[src/rtl/rtci_pkg.sv]
/*
  Package for the radio time command interface: command codes, serial timing,
  reset-cycle length and response field positions.
  Assumes a 50 MHz system clock.
*/
package rtci_pkg;

  // ---------------------------------------------------------------------------
  // clock and timing
  // ---------------------------------------------------------------------------
  localparam int unsigned CLK_HZ = 50000000;
  localparam int unsigned BAUD_RATE = 2400;
  localparam int unsigned BIT_CYCLES = CLK_HZ / BAUD_RATE;
  localparam int unsigned RESET_CYCLE_S = 2;
  localparam int unsigned RESET_CYCLES = RESET_CYCLE_S * CLK_HZ;
  localparam int unsigned SECOND_CYCLES = CLK_HZ;

  // ---------------------------------------------------------------------------
  // command codes
  // ---------------------------------------------------------------------------
  localparam logic [7:0] CMD_READ_TIME = 8'h01;
  localparam logic [7:0] CMD_DIAG = 8'h02;
  localparam logic [7:0] CMD_FORCE_UPDATE = 8'h03;
  localparam logic [7:0] CMD_READ_UT1 = 8'h04;
  localparam logic [7:0] CMD_READ_FW = 8'hFF;

  // ---------------------------------------------------------------------------
  // response layout
  // ---------------------------------------------------------------------------
  localparam int unsigned TIME_MSG_BYTES = 8;
  localparam logic [7:0] UNVERIFIED_STATUS = 8'hE1;
  localparam logic [7:0] UNVERIFIED_DAY = 8'h01;
  localparam logic [1:0] QUALITY_VERIFIED = 2'h3;
  localparam logic [1:0] QUALITY_MAX = 2'h3;
  localparam logic [1:0] FLAG_MATCHES_NEEDED = 2'h3;
  localparam logic [7:0] FW_REVISION_DEFAULT = 8'h10; // arbitrary value

  typedef enum logic [2:0] {
    RTCI_TX_IDLE  = 3'b001,
    RTCI_TX_START = 3'b010,
    RTCI_TX_BITS  = 3'b100
  } rtci_tx_state_t;

endpackage

[src/rtl/rtci_cmd_interface.sv]
/*
  Command interpreter of a radio time decoder: 2400 8N1 serial receive and
  transmit, command decode, response sequencing and reception bookkeeping.
  Assumes the time-keeping and demodulator logic beside it supplies BCD time,
  flag readings and per-second symbol classes as synchronous inputs.
*/
`timescale 1ns/10ps

// Functional notes
// - commands are single bytes: 01 time, 02 diag, 03 update, 04 UT1, FF firmware
// - unknown command bytes are dropped with no reply and no state change
// - read time returns eight bytes: status, year, flags, day, hour, min, sec, subsec
// - time fields are captured when the command byte is received
// - status bits 7:5 give tens of hours since last good update
// - status bit 4 is high once flags are validated
// - status bits 3:2 give correlating frame count, saturating at three
// - status bits 1:0 give reception state: 00 idle, 01 receive, 11 noisy
// - year, day, minute, second and subsecond bytes are packed BCD
// - flag bit 7 leap second pending, bit 6 its sign
// - flag bits 5:4 carry daylight saving state and its transitions
// - flag bit 3 century, bit 2 leap year, bits 1:0 day hundreds
// - hour byte: tens digit in bits 5:4, units in bits 3:0
// - diagnostic mode sends one symbol byte per second until another valid command
// - forced update starts reception; stops at quality three with flags correlated
// - UT1 read returns sign bits, leap pending bit and tenths magnitude
// - firmware read returns major nibble high, revision nibble low
// - commands during the two second power-up reset cycle are ignored
// - until verified, read time answers E1 00 00 01 00 00 00 00
// - quality one after first valid frame; time verified at quality three
// - flags verified after three consecutive identical readings
// - reception restarts every UTC hour; flags re-verified daily at hour zero
// - serial link is 2400 baud, eight data bits, one stop bit, no parity
module rtci_cmd_interface import rtci_pkg::*; #(
  parameter int unsigned RESET_CYCLES_P = RESET_CYCLES,
  parameter int unsigned SECOND_CYCLES_P = SECOND_CYCLES,
  parameter int unsigned BIT_CYCLES_P = BIT_CYCLES,
  parameter logic [7:0] FW_REVISION = FW_REVISION_DEFAULT
) (
  // clock and reset
  input wire logic clk_sys,
  input wire logic reset,
  // host serial link
  input wire logic rxd,
  output logic txd,
  // internal clock, BCD
  input wire logic [7:0] year_bcd_byte,
  input wire logic [9:0] day_bcd,
  input wire logic [5:0] hour_bcd_byte,
  input wire logic [6:0] minute_bcd,
  input wire logic [6:0] second_bcd,
  input wire logic [7:0] subsecond_bcd_byte,
  input wire logic hour_tick,
  // decoder events
  input wire logic frame_valid,
  input wire logic frame_correlates,
  input wire logic [7:0] frame_flags,
  input wire logic noisy,
  input wire logic symbol_tick,
  input wire logic [1:0] symbol_class,
  input wire logic [7:0] ut1_byte,
  // status
  output logic reception_active,
  output logic in_reset_cycle,
  output logic diag_active
);

  // ---------------------------------------------------------------------------
  // state
  // ---------------------------------------------------------------------------
  typedef struct packed {
    logic [1:0] rx_sync;
    logic rx_busy;
    logic [15:0] rx_cnt;
    logic [3:0] rx_bit;
    logic [7:0] rx_shift;
    rtci_tx_state_t tx_st;
    logic [15:0] tx_cnt;
    logic [3:0] tx_bit;
    logic [9:0] tx_shift;
    logic txd;
    logic [7:0][7:0] msg;
    logic [3:0] msg_left;
    logic [3:0] msg_idx;
    logic [31:0] rst_cnt;
    logic in_rst;
    logic [31:0] sec_cnt;
    logic [2:0] hrs_since;
    logic [3:0] hr_units;
    logic time_ok;
    logic [1:0] quality;
    logic flags_ok;
    logic [1:0] flag_match;
    logic [7:0] last_flags;
    logic rcv;
    logic diag;
    logic [1:0] last_sym;
  } rtci_state_t;

  rtci_state_t s_q, s_d;

  logic [7:0] rx_byte;
  logic rx_done;
  logic [7:0] status_byte;

  assign txd = s_q.txd;
  assign reception_active = s_q.rcv;
  assign in_reset_cycle = s_q.in_rst;
  assign diag_active = s_q.diag;

  always_comb begin
    s_d = s_q;
    rx_done = 1'b0;
    rx_byte = s_q.rx_shift;
    status_byte = {s_q.hrs_since, s_q.flags_ok, s_q.quality, s_q.rcv & noisy, s_q.rcv};

    // -------------------------------------------------------------------------
    // power-up reset cycle
    // -------------------------------------------------------------------------
    if (s_q.in_rst) begin
      if (s_q.rst_cnt >= RESET_CYCLES_P - 1) begin
        s_d.in_rst = 1'b0;
        s_d.rcv = 1'b1; // reception starts on its own
      end else begin
        s_d.rst_cnt = s_q.rst_cnt + 32'h1;
      end
    end

    // -------------------------------------------------------------------------
    // serial receiver, 8N1, sampled mid-bit
    // -------------------------------------------------------------------------
    s_d.rx_sync = {s_q.rx_sync[0], rxd};
    if (!s_q.rx_busy) begin
      if (!s_q.rx_sync[1]) begin
        s_d.rx_busy = 1'b1;
        s_d.rx_cnt = 16'(BIT_CYCLES_P / 2);
        s_d.rx_bit = 4'h0;
      end
    end else if (s_q.rx_cnt != 16'h0) begin
      s_d.rx_cnt = s_q.rx_cnt - 16'h1;
    end else begin
      s_d.rx_cnt = 16'(BIT_CYCLES_P - 1);
      s_d.rx_bit = s_q.rx_bit + 4'h1;
      if (s_q.rx_bit == 4'h0) begin
        if (s_q.rx_sync[1]) begin
          s_d.rx_busy = 1'b0; // false start
        end
      end else if (s_q.rx_bit <= 4'h8) begin
        s_d.rx_shift = {s_q.rx_sync[1], s_q.rx_shift[7:1]};
      end else begin
        s_d.rx_busy = 1'b0;
        rx_done = s_q.rx_sync[1]; // framing error drops byte
      end
    end

    // -------------------------------------------------------------------------
    // reception bookkeeping
    // -------------------------------------------------------------------------
    if (s_q.rcv && frame_valid) begin
      if (s_q.quality == 2'h0 || frame_correlates) begin
        if (s_q.quality != QUALITY_MAX) begin
          s_d.quality = s_q.quality + 2'h1;
        end
      end
      if (s_q.flag_match != 2'h0 && frame_flags == s_q.last_flags) begin
        if (s_q.flag_match != FLAG_MATCHES_NEEDED) begin
          s_d.flag_match = s_q.flag_match + 2'h1;
        end
      end else begin
        s_d.flag_match = 2'h1;
      end
      s_d.last_flags = frame_flags;
      if (s_d.flag_match == FLAG_MATCHES_NEEDED) begin
        s_d.flags_ok = 1'b1;
      end
      if (s_d.quality == QUALITY_VERIFIED) begin
        s_d.time_ok = 1'b1;
        s_d.hrs_since = 3'h0;
        s_d.hr_units = 4'h0;
      end
      // stop needs the flag match count at three, not the sticky valid bit; the count is cleared only by force update and at hour zero
      if (s_d.quality == QUALITY_VERIFIED && s_d.flag_match == FLAG_MATCHES_NEEDED) begin
        s_d.rcv = 1'b0;
      end
    end
    if (hour_tick && !s_q.in_rst) begin
      s_d.rcv = 1'b1;
      s_d.quality = 2'h0;
      if (hour_bcd_byte == 6'h00) begin
        s_d.flag_match = 2'h0; // daily flag re-verify
      end
      if (s_q.hr_units == 4'h9) begin
        s_d.hr_units = 4'h0;
        if (s_q.hrs_since != 3'h7) begin
          s_d.hrs_since = s_q.hrs_since + 3'h1;
        end
      end else begin
        s_d.hr_units = s_q.hr_units + 4'h1;
      end
    end

    // -------------------------------------------------------------------------
    // command decode
    // -------------------------------------------------------------------------
    if (rx_done && !s_q.in_rst && s_q.msg_left == 4'h0) begin
      case (rx_byte)
        CMD_READ_TIME: begin
          s_d.diag = 1'b0;
          s_d.msg_left = 4'(TIME_MSG_BYTES);
          s_d.msg_idx = 4'h0;
          if (s_q.time_ok) begin
            // captured now, not at send time
            s_d.msg[0] = status_byte;
            s_d.msg[1] = year_bcd_byte;
            s_d.msg[2] = {s_q.last_flags[7:2], day_bcd[9:8]};
            s_d.msg[3] = day_bcd[7:0];
            s_d.msg[4] = {2'h0, hour_bcd_byte};
            s_d.msg[5] = {1'b0, minute_bcd};
            s_d.msg[6] = {1'b0, second_bcd};
            s_d.msg[7] = subsecond_bcd_byte;
          end else begin
            s_d.msg = '0;
            s_d.msg[0] = UNVERIFIED_STATUS;
            s_d.msg[3] = UNVERIFIED_DAY;
          end
        end
        CMD_DIAG: begin
          s_d.diag = 1'b1;
          s_d.sec_cnt = 32'h0;
        end
        CMD_FORCE_UPDATE: begin
          s_d.diag = 1'b0;
          s_d.rcv = 1'b1;
          s_d.quality = 2'h0;
          s_d.flag_match = 2'h0;
        end
        CMD_READ_UT1: begin
          s_d.diag = 1'b0;
          s_d.msg[0] = {ut1_byte[7:5], 1'b0, ut1_byte[3:0]};
          s_d.msg_left = 4'h1;
          s_d.msg_idx = 4'h0;
        end
        CMD_READ_FW: begin
          s_d.diag = 1'b0;
          s_d.msg[0] = FW_REVISION;
          s_d.msg_left = 4'h1;
          s_d.msg_idx = 4'h0;
        end
        default: begin
        end
      endcase
    end

    // -------------------------------------------------------------------------
    // diagnostic byte once a second
    // -------------------------------------------------------------------------
    if (symbol_tick) begin
      s_d.last_sym = symbol_class;
    end
    if (s_q.diag) begin
      if (s_q.sec_cnt >= SECOND_CYCLES_P - 1) begin
        s_d.sec_cnt = 32'h0;
        if (s_d.msg_left == 4'h0 && s_d.diag) begin
          s_d.msg[0] = {6'h00, s_q.last_sym};
          s_d.msg_left = 4'h1;
          s_d.msg_idx = 4'h0;
        end
      end else begin
        s_d.sec_cnt = s_q.sec_cnt + 32'h1;
      end
    end

    // -------------------------------------------------------------------------
    // serial transmitter
    // -------------------------------------------------------------------------
    case (s_q.tx_st)
      RTCI_TX_IDLE: begin
        s_d.txd = 1'b1;
        if (s_q.msg_left != 4'h0) begin
          s_d.tx_shift = {1'b1, s_q.msg[s_q.msg_idx[2:0]], 1'b0};
          s_d.msg_idx = s_q.msg_idx + 4'h1;
          s_d.msg_left = s_q.msg_left - 4'h1;
          s_d.tx_st = RTCI_TX_START;
        end
      end
      RTCI_TX_START: begin
        s_d.tx_bit = 4'h0;
        s_d.tx_cnt = 16'(BIT_CYCLES_P - 1);
        s_d.txd = s_q.tx_shift[0];
        s_d.tx_shift = {1'b1, s_q.tx_shift[9:1]};
        s_d.tx_st = RTCI_TX_BITS;
      end
      RTCI_TX_BITS: begin
        if (s_q.tx_cnt != 16'h0) begin
          s_d.tx_cnt = s_q.tx_cnt - 16'h1;
        end else if (s_q.tx_bit == 4'h9) begin
          s_d.tx_st = RTCI_TX_IDLE;
        end else begin
          s_d.tx_cnt = 16'(BIT_CYCLES_P - 1);
          s_d.tx_bit = s_q.tx_bit + 4'h1;
          s_d.txd = s_q.tx_shift[0];
          s_d.tx_shift = {1'b1, s_q.tx_shift[9:1]};
        end
      end
      default: begin
        s_d.tx_st = RTCI_TX_IDLE;
      end
    endcase
  end

  always_ff @(posedge clk_sys or posedge reset) begin
    if (reset) begin
      s_q <= '0;
      s_q.rx_sync <= 2'h3;
      s_q.txd <= 1'b1;
      s_q.tx_st <= RTCI_TX_IDLE;
      s_q.in_rst <= 1'b1;
    end else begin
      s_q <= s_d;
    end
  end

endmodule

[config.mk]
export PLATFORM = sky130hd
export DESIGN_NAME = rtci_cmd_interface
export DESIGN_NICKNAME = d
export VERILOG_FILES = /design/src/rtl/rtci_pkg.sv /design/src/rtl/rtci_cmd_interface.sv
export SDC_FILE = /design/constraint.sdc
export NUM_CORES = 1
export LEC_CHECK = 0
export BUFFER_PORTS_ARGS = -buffer_cell sky130_fd_sc_hd__buf_2
export CAP_MARGIN = 25
export CORE_MARGIN = 3
export CORE_UTILIZATION = 45
export DETAILED_ROUTE_END_ITERATION = 8
export PLACE_DENSITY_LB_ADDON = 0.2
export SLEW_MARGIN = 20
export SYNTH_ARGS = -nofsm -noshare
export SYNTH_HDL_FRONTEND = slang
export SYNTH_SLANG_ARGS = --single-unit
[constraint.sdc]
create_clock -name clk_sys -period 7.19 [get_ports clk_sys]
set_clock_uncertainty 0.15 [all_clocks]
set_input_delay 1.0785 -clock clk_sys [delete_from_list [all_inputs] [get_ports clk_sys]]
set_output_delay 1.0785 -clock clk_sys [all_outputs]
set_load 0.01 [all_outputs]
==> out/results.ini, run 1 <==
[routing]
drtIter0Drc = 541
ant_nets = 0
drc_errors = 0
dr.pass1.iters = 5
dr_total_vias = 8124
drt-total-wl_mm = 23.4
post_drt_wl_per_cell_um = 15.3
vias_per_cell = 5.33

[timing]
max_freq_mhz = 289
timing.hold.ws_ns = 0.205
setup_viol = 0
grt_setup_unrepaired = false
min_period_over_period_pct = 48.2
tightestPinTransition_ns = 0.984
setup-tns-final_ns = 0
slew_viol_final = 0
max-slew-margin-rel_pct = 34.4
finalHoldViolCount = 0
min_period_ns = 3.46

[final_layout]
nets = 1278
layout_commonest_cell = dfrtp_1
stdcell_area_mm2 = 0.0124
area_growth_pct = 14.2
drive_gt1_share_pct = 14.4
stdcell_count = 1524
final_util_pct = 52.6
antennaDiodeCount = 0
nFillCells = 2193
layout_common_cells = 216 x dfrtp_1, 209 x nand2_1, 119 x o21ai_0

[cts]
path_clk_slew_ns = 0.06
hold_buffers = 0
h-tree-depth = 1
postCtsSetupBuffers = 0
tritoncts = built
cts_root_buf = clkbuf_16
cts_buffers = 26
postCtsResizedCells = 0
clockBufferDepth = 3
cts.sinks = 222
clk_latency_ns = 0.55

[synthesis]
synth_cell_types = 63
synth-edff-count = 0
dominantRegCellSynth = dfrtp_1
synth_seq_cells = 222
ys_warn_count = 0
syn_nets = 1219
synth_area_per_cell_um2 = 9.59
synthCells = 1131
ys_seq_area_share_pct = 51.3
async_flop_share_pct = 100
synth_area_mm2 = 0.0108

[placement]
gp_congestion = 0.808
dp_cells = 1478
io_buffer_count = 74
dpl-instance-area_mm2 = 0.0115
dp_hpwl_mm = 15.6

[grt]
grt_pass1_vias = 7899
grt.overflow.total = 0
grt_first_pass_wirelength_mm = 39.7
grt_util_all_layers_pct = 18.1
grt_max_degree = 107
antenna_found_initial = 0

[die]
die_area_mm2 = 0.0260
ios = 76
die_h_um = 161
floorplan.rows = 56
start_util_pct = 46.1
die_w_um = 161
core_area_mm2 = 0.0235

[critical_path]
r2r_cells = 8
start_kind = register
worst-path-max-fanout = 12
path_class = register to register
worstPathArrival_ns = 3.75
cp_data_required_time_ns = 7.47
crit_path_end_kind = register

[power]
p_per_area_mw_per_mm2 = 219
p_leak_uw = 0.00567
ir_drop_v = 0.000183

[min_path]
worstHoldPathCells = 0
hold_path_class = register to register

[flow_run]
max_cap_viol_count = 0

[outcome]
outcome = complete, no violations

==> Yosys cell counts (14+ instances only) <==
cell      number  share of area, %
ha_1          16               1.8
inv_1         29               1.0
nand4_1       19               1.1
dfrtp_1      217                50
clkbuf_1      41               1.4
nand3_1       44               2.0
nor4_1        14              0.81
o21ai_0      119               5.5
nor2_1        78               2.7
nor3_1        34               1.6
xor2_1        20               1.6
mux4_2        14               2.9
nand2b_1      14              0.81
nand2_1      209               7.2
xnor2_1       32               2.6
a21oi_1       43               2.0
mux2i_1       15               1.4
==> sequential cells by signal, indices dropped and copies added (netlist names) <==
register,flops
s_q,209
s_d,1
reception_active,1
in_reset_cycle,1
rx_byte,8
txd,1
diag_active,1
==> critical path: stages (launching register included) <==
cell and delay [ns]:
dfrtp_1 0.40, inv_1 0.09, ha_1 0.17, or3b_2 0.53
nor2_1 0.12, nor4b_2 0.48, mux2i_1 0.20, a21oi_1 0.81
mux2_2 0.41
==> cells by family after synthesis <==
| group | Yosys count | synth area share [%] |
|---|---|---|
| compound gates | 236 | 12.8 |
| xor+xnor | 52 | 4.20 |
| fa+ha+maj | 16 | 1.85 |
| buf+inv | 85 | 3.15 |
| flops | 222 | 51.3 |
| mux | 47 | 6.40 |
| simple gates | 473 | 20.3 |
==> layer usage <==
metal	GRT usage, %	wire [um]	up-vias
met5	0	0	-
met4	4.26	425	0
met3	2.77	964	31
met2	28.4	10600	144
met1	26.7	11400	3881
li1	-	-	4068
==> through the flow <==
stage	total power, uW	setup WS, ns
after floorplan	1410	3.07
after global placement	1460	3.57
after detailed placement	1460	3.58
after CTS	2740	3.54
after global routing	2820	3.40
final	2710	3.73
==> report_power, final <==
group,switching (uW),internal [uW],total (uW),leakage (uW)
combinational,87.2,59.3,147,0.00248
sequential,27.0,1270,1300,0.00278
clock,519,750,1270,0.000404
total,634,2080,2710,0.00567
==> path summary, 6_finish.rpt <==
check	startpoint	to	slack (ns)
max	s_q[94]$_DFF_PP0_	s_q[99]$_DFF_PP0_	3.73
min	s_d[226]$_DFF_PP1_	s_q[226]$_DFF_PP1_	0.20
max reg2reg	s_q[94]$_DFF_PP0_	s_q[99]$_DFF_PP0_	3.73
min reg2reg	s_d[226]$_DFF_PP1_	s_q[226]$_DFF_PP1_	0.20
max in group asynchronous	reset	s_q[195]$_DFFE_PP0P_	5.20
min in group asynchronous	reset	s_q[1]$_DFFE_PP0P_	0.55
==> final cells by class <==
type | count | area, um^2 | area share (%)
Inverter | 31 | 120 | 0.970
Sequential cell | 222 | 5560 | 44.9
Tap cell | 319 | 399 | 3.22
Clock inverter | 7 | 87.6 | 0.707
Multi-Input combinational cell | 824 | 4950 | 40.0
Clock buffer | 36 | 738 | 5.96
Timing Repair Buffer | 85 | 518 | 4.18
(Power assumes the default switching activity.)
==> run 2, diff against run 1 <==
Clock period 7.19 ns to 3.5 ns, I/O delays scaled along.
==> run 2 against run 1 <==
Net effect:
- flip-flop and latch count is the same
- total power grew 110%
- first-iteration DRC count shrank 15%
- critical path depth is the same
- critical endpoint unchanged
- largest power group is now clock
==> out/results.ini, run 2 (synthesized netlist as in run 1, its figures left out) <==
[routing]
drt-total-wl_mm = 22.8
post_drt_wl_per_cell_um = 14.8
drtIter0Drc = 460
drc_errors = 0
vias_per_cell = 5.26
dr.pass1.iters = 4
ant_nets = 0
dr_total_vias = 8112

[min_path]
worstHoldPathCells = 3
hold_path_class = input pin to register
hold_end = s_q[0]$_DFFE_PP0P_
hold_start = symbol_class[0]

[power]
ir_drop_v = 0.000351
p_leak_uw = 0.00576
power_uw = 5650
p_per_area_mw_per_mm2 = 452

[critical_path]
crit_slowest_cell = a21oi_1
reg2reg_from = s_q[94]$_DFF_PP0_
path_class = register to register
path_buf_inv = 1
slowest_delay_ns = 0.78
start_kind = register
path_cells = inv_1 > ha_1 > or3b_2 > nor2_1 > nor4b_2 > mux2i_1 > a21oi_1 > mux2_2
r2r_cells = 8
cp_data_required_time_ns = 3.76
rrSetupSlack_ns = 0.33
critPathTopFamily = simple AND/OR/NAND/NOR gates
crit_path_end_kind = register
worstPathArrival_ns = 3.44
r2r_end = s_q[99]$_DFF_PP0_
worst-path-max-fanout = 12

[grt]
grt_first_pass_wirelength_mm = 38.7
grt_max_degree = 107
antenna_found_initial = 0
grt_pass1_vias = 7809
use_met1_pct = 25.8
met2_usage_pct = 28.1
top_usage_layer = met2
grt_use_met3_pct = 2.77
grt_util_all_layers_pct = 17.6
grt.overflow.total = 0

[die]
core_area_mm2 = 0.0235
die_h_um = 161
floorplan.rows = 56
die_w_um = 161
ios = 76
start_util_pct = 46.1
die_area_mm2 = 0.0260

[timing]
setup_viol = 0
max_freq_mhz = 315
slew_viol_final = 0
max-slew-margin-rel_pct = 35.9
min_period_ns = 3.17
min_period_over_period_pct = 90.6
tightestPinTransition_ns = 0.961
grt_setup_unrepaired = false
setup-tns-final_ns = 0
finalHoldViolCount = 0

[final_layout]
final_util_pct = 53.1
layout_common_cells = 216 x dfrtp_1, 209 x nand2_1, 119 x o21ai_0
drive_gt1_share_pct = 15.5
nFillCells = 2195
regMostFlops = s_q
area_growth_pct = 15.3
antennaDiodeCount = 0
largest_register_ffs = 209
nets = 1292
layout_commonest_cell = dfrtp_1

[cts]
postCtsResizedCells = 0
path_clk_slew_ns = 0.06
tritoncts = built
cts_root_buf = clkbuf_16
postCtsSetupBuffers = 0
cts_buffers = 25
clk_latency_ns = 0.53
clockBufferDepth = 3
cts.sinks = 222
h-tree-depth = 1

[placement]
io_buffer_count = 74
dp_hpwl_mm = 15.5
gp_congestion = 0.795

[outcome]
outcome = complete, no violations

[flow_run]
max_cap_viol_count = 0

-- run 2: routing by layer --
metal  up-vias  wire [um]
met3        27        808
met4         0        393
met1      3857      11400
met2       116      10200
li1       4112          -
met5         -          0
-- run 2: area by class of cell --
type	instances	area, um^2	share of cell area, %
multi-input combinational	824	4950	39.6
inverter	31	120	0.960
timing repair buffer	100	608	4.86
sequential	222	5560	44.5
tap	319	399	3.19
clock inverter	7	100	0.800
clock buffer	38	764	6.11
-- run 2: worst min-delay path, delay by kind of cell --
family / cells / cell delay [ns]
buffers and inverters: 1 / 0.07
and+or+nand+nor: 1 / 0.03
AOI/OAI and AO/OA: 1 / 0.07
-- run 2: through the flow --
step / hold slack (ns) / cells / cell area, um^2 / worst slack, ns
after global routing: 0.0770 / 1541 / 12500 / 0.131
after detailed placement: 0.199 / 1493 / 11600 / 0.318
after global placement: 0.197 / 1493 / 11600 / 0.345
final: 0.0685 / 1541 / 12500 / 0.328
after CTS: 0.0471 / 1540 / 12500 / 0.327
after floorplan: 0.195 / 1131 / 10800 / -0.0670
-- run 2: worst max path at each step --
stage | endpoint | cells past startpoint | start | slack (ns)
after global routing | s_q[99]$_DFF_PP0_ | 8 | s_q[94]$_DFF_PP0_ | 0.13
after detailed placement | s_q[99]$_DFF_PP0_ | 8 | s_q[94]$_DFF_PP0_ | 0.32
final | s_q[99]$_DFF_PP0_ | 8 | s_q[94]$_DFF_PP0_ | 0.33
after CTS | s_q[99]$_DFF_PP0_ | 8 | s_q[94]$_DFF_PP0_ | 0.33
after floorplan | diag_active$_DFF_PP0_ | 1 | reset | -0.07
after global placement | s_q[99]$_DFF_PP0_ | 8 | s_q[94]$_DFF_PP0_ | 0.34
-- run 2: where the power goes --
part / total, uW / switching, uW / internal, uW
Sequential: 2650 / 40.2 / 2610
Clock: 2690 / 1040 / 1650
Combinational: 310 / 191 / 118
Total: 5650 / 1270 / 4380
-- run 2: repair_timing --
item                                   in CTS  in global routing
hold buffers                                2                  0
endpoints found under the hold margin      15                  0
setup endpoints to repair                   0                  0
==> run 3, diff against run 2 <==
Settings changed: SKIP_CTS_REPAIR_TIMING from default to 1.
Clock period 3.5 ns to 3.3 ns, I/O delays scaled along.
==> run 3 against run 2 <==
Net effect:
- clock power decreased by 4%
- critical path type unchanged
- register-to-register slack got worse by 0.09 ns
- via count increased by 0.43%
- sequential share of layout area increased by 0.25 points
==> out/results.ini, run 3 (synthesized netlist as in run 1, its figures left out) <==
[outcome]
outcome = complete, no violations

[critical_path]
worstPathArrival_ns = 3.34
start_kind = register
cp_data_required_time_ns = 3.58
crit_path_end_kind = register
worst-path-max-fanout = 29
crit_slowest_cell = or4_1
path_depth = 6
path_cells = or4_1 > or3_1 > nor4_1 > nand3_4 > buf_4 > o21ai_0
r2r_cells = 6
path_class = register to register
critPathTopFamily = simple AND/OR/NAND/NOR gates
slowest_delay_ns = 0.65
path_buf_inv = 1
rrSetupSlack_ns = 0.24

[timing]
setup_viol = 0
min_period_over_period_pct = 92.7
max_freq_mhz = 327
finalHoldViolCount = 0
timing.hold.ws_ns = 0.0368
setup-tns-final_ns = 0
min_period_ns = 3.06
max-slew-margin-rel_pct = 56.0
grt_setup_unrepaired = false
setup_slack_ns = 0.239
tightestPinTransition_ns = 0.653
slew_viol_final = 0

[routing]
post_drt_wl_per_cell_um = 14.8
drc_errors = 0
vias_per_cell = 5.27
drt-total-wl_mm = 22.9
dr_total_vias = 8147
drtIter0Drc = 651
ant_nets = 0
dr.pass1.iters = 4

[final_layout]
largest_register_ffs = 209
layout_commonest_cell = dfrtp_1
antennaDiodeCount = 0
area_growth_pct = 14.7
nets = 1296
nFillCells = 2134
drive_gt1_share_pct = 15.4
regMostFlops = s_q
layout_common_cells = 216 x dfrtp_1, 209 x nand2_1, 119 x o21ai_0

[power]
p_leak_uw = 0.00571
p_int_uw = 4360
clock_power_share_pct = 45.1
power.switching_uw = 1360
ir_drop_v = 0.000322
pwr-share-seq_pct = 49.2
power_uw = 5720
combPwrFrac_pct = 5.7
switching_share_pct = 23.8
p_per_area_mw_per_mm2 = 460

[placement]
dp_hpwl_mm = 15.8
gp_congestion = 0.809
io_buffer_count = 74
pre_cts_ws_ns = 0.274

[cts]
clockBufferDepth = 3
cts_buffers = 25
tritoncts = built
clk_latency_ns = 0.53
cts.sinks = 222
cts_root_buf = clkbuf_16
h-tree-depth = 1
path_clk_slew_ns = 0.06

[min_path]
hold_path_class = input pin to register
worstHoldPathCells = 3

[die]
die_h_um = 161
die_area_mm2 = 0.0260
core_area_mm2 = 0.0235
ios = 76
die_w_um = 161
floorplan.rows = 56
start_util_pct = 46.1

[grt]
grt_max_degree = 102
grt_util_all_layers_pct = 18.1
grt.overflow.total = 0
grt_pass1_vias = 8012
grt_first_pass_wirelength_mm = 39.8
antenna_found_initial = 0

[flow_run]
max_cap_viol_count = 0

[run 3: area by class of cell]
class,count,area [um^2],area share (%)
multi-input cells,824,4950,39.8
repair buffers,104,638,5.13
well taps,319,399,3.21
flip-flops and latches,222,5560,44.7
clock buffers,36,687,5.52
clock inverters,10,78.8,0.634
inverters,31,120,0.966
[run 3: per-layer routing]
layer  vias up  wire length (um)  global-route usage [%]
li1       4119                 -                       -
met1      3887             11400                    26.8
met2       117             10300                    28.6
met3        24               787                    2.87
met4         0               447                    3.75
met5         -                 0                       0
[run 3: final timing paths]
check                                startpoint                    to
setup / recovery           s_q[221]$_DFFE_PP0P_  s_q[152]$_DFFE_PP0P_
hold / removal                  symbol_class[0]    s_q[0]$_DFFE_PP0P_
setup reg to reg           s_q[221]$_DFFE_PP0P_  s_q[152]$_DFFE_PP0P_
hold reg to reg              s_d[226]$_DFF_PP1_    s_q[226]$_DFF_PP1_
max in group asynchronous                 reset   s_q[17]$_DFFE_PP0P_
min in group asynchronous                 reset  s_q[195]$_DFFE_PP0P_
[run 3: power by group through the flow]
| stage | sequential [uW] | combinational [uW] | clock [uW] |
|---|---|---|---|
| 2_1_floorplan | 2850 | 215 | 0 |
| 3_3_place_gp | 2860 | 327 | 0 |
| 3_5_place_dp | 2860 | 335 | 0 |
| 4_1_cts | 2810 | 335 | 2660 |
| 5_1_grt | 2820 | 382 | 2770 |
| 6_report | 2810 | 328 | 2580 |
[run 3: worst min-delay path: stages]
cell,delay [ns]
buf_2,0.07
nand2_1,0.03
o21ai_0,0.07
[run 3: per-stage QoR]
step           util, %  cell area [um^2]  cells
3_5_place_dp      49.5             11700   1498
2_1_floorplan        -             10800   1131
3_3_place_gp      49.5             11700   1498
6_report          52.8             12400   1546
5_1_grt           52.8             12400   1546
4_1_cts           52.7             12400   1544
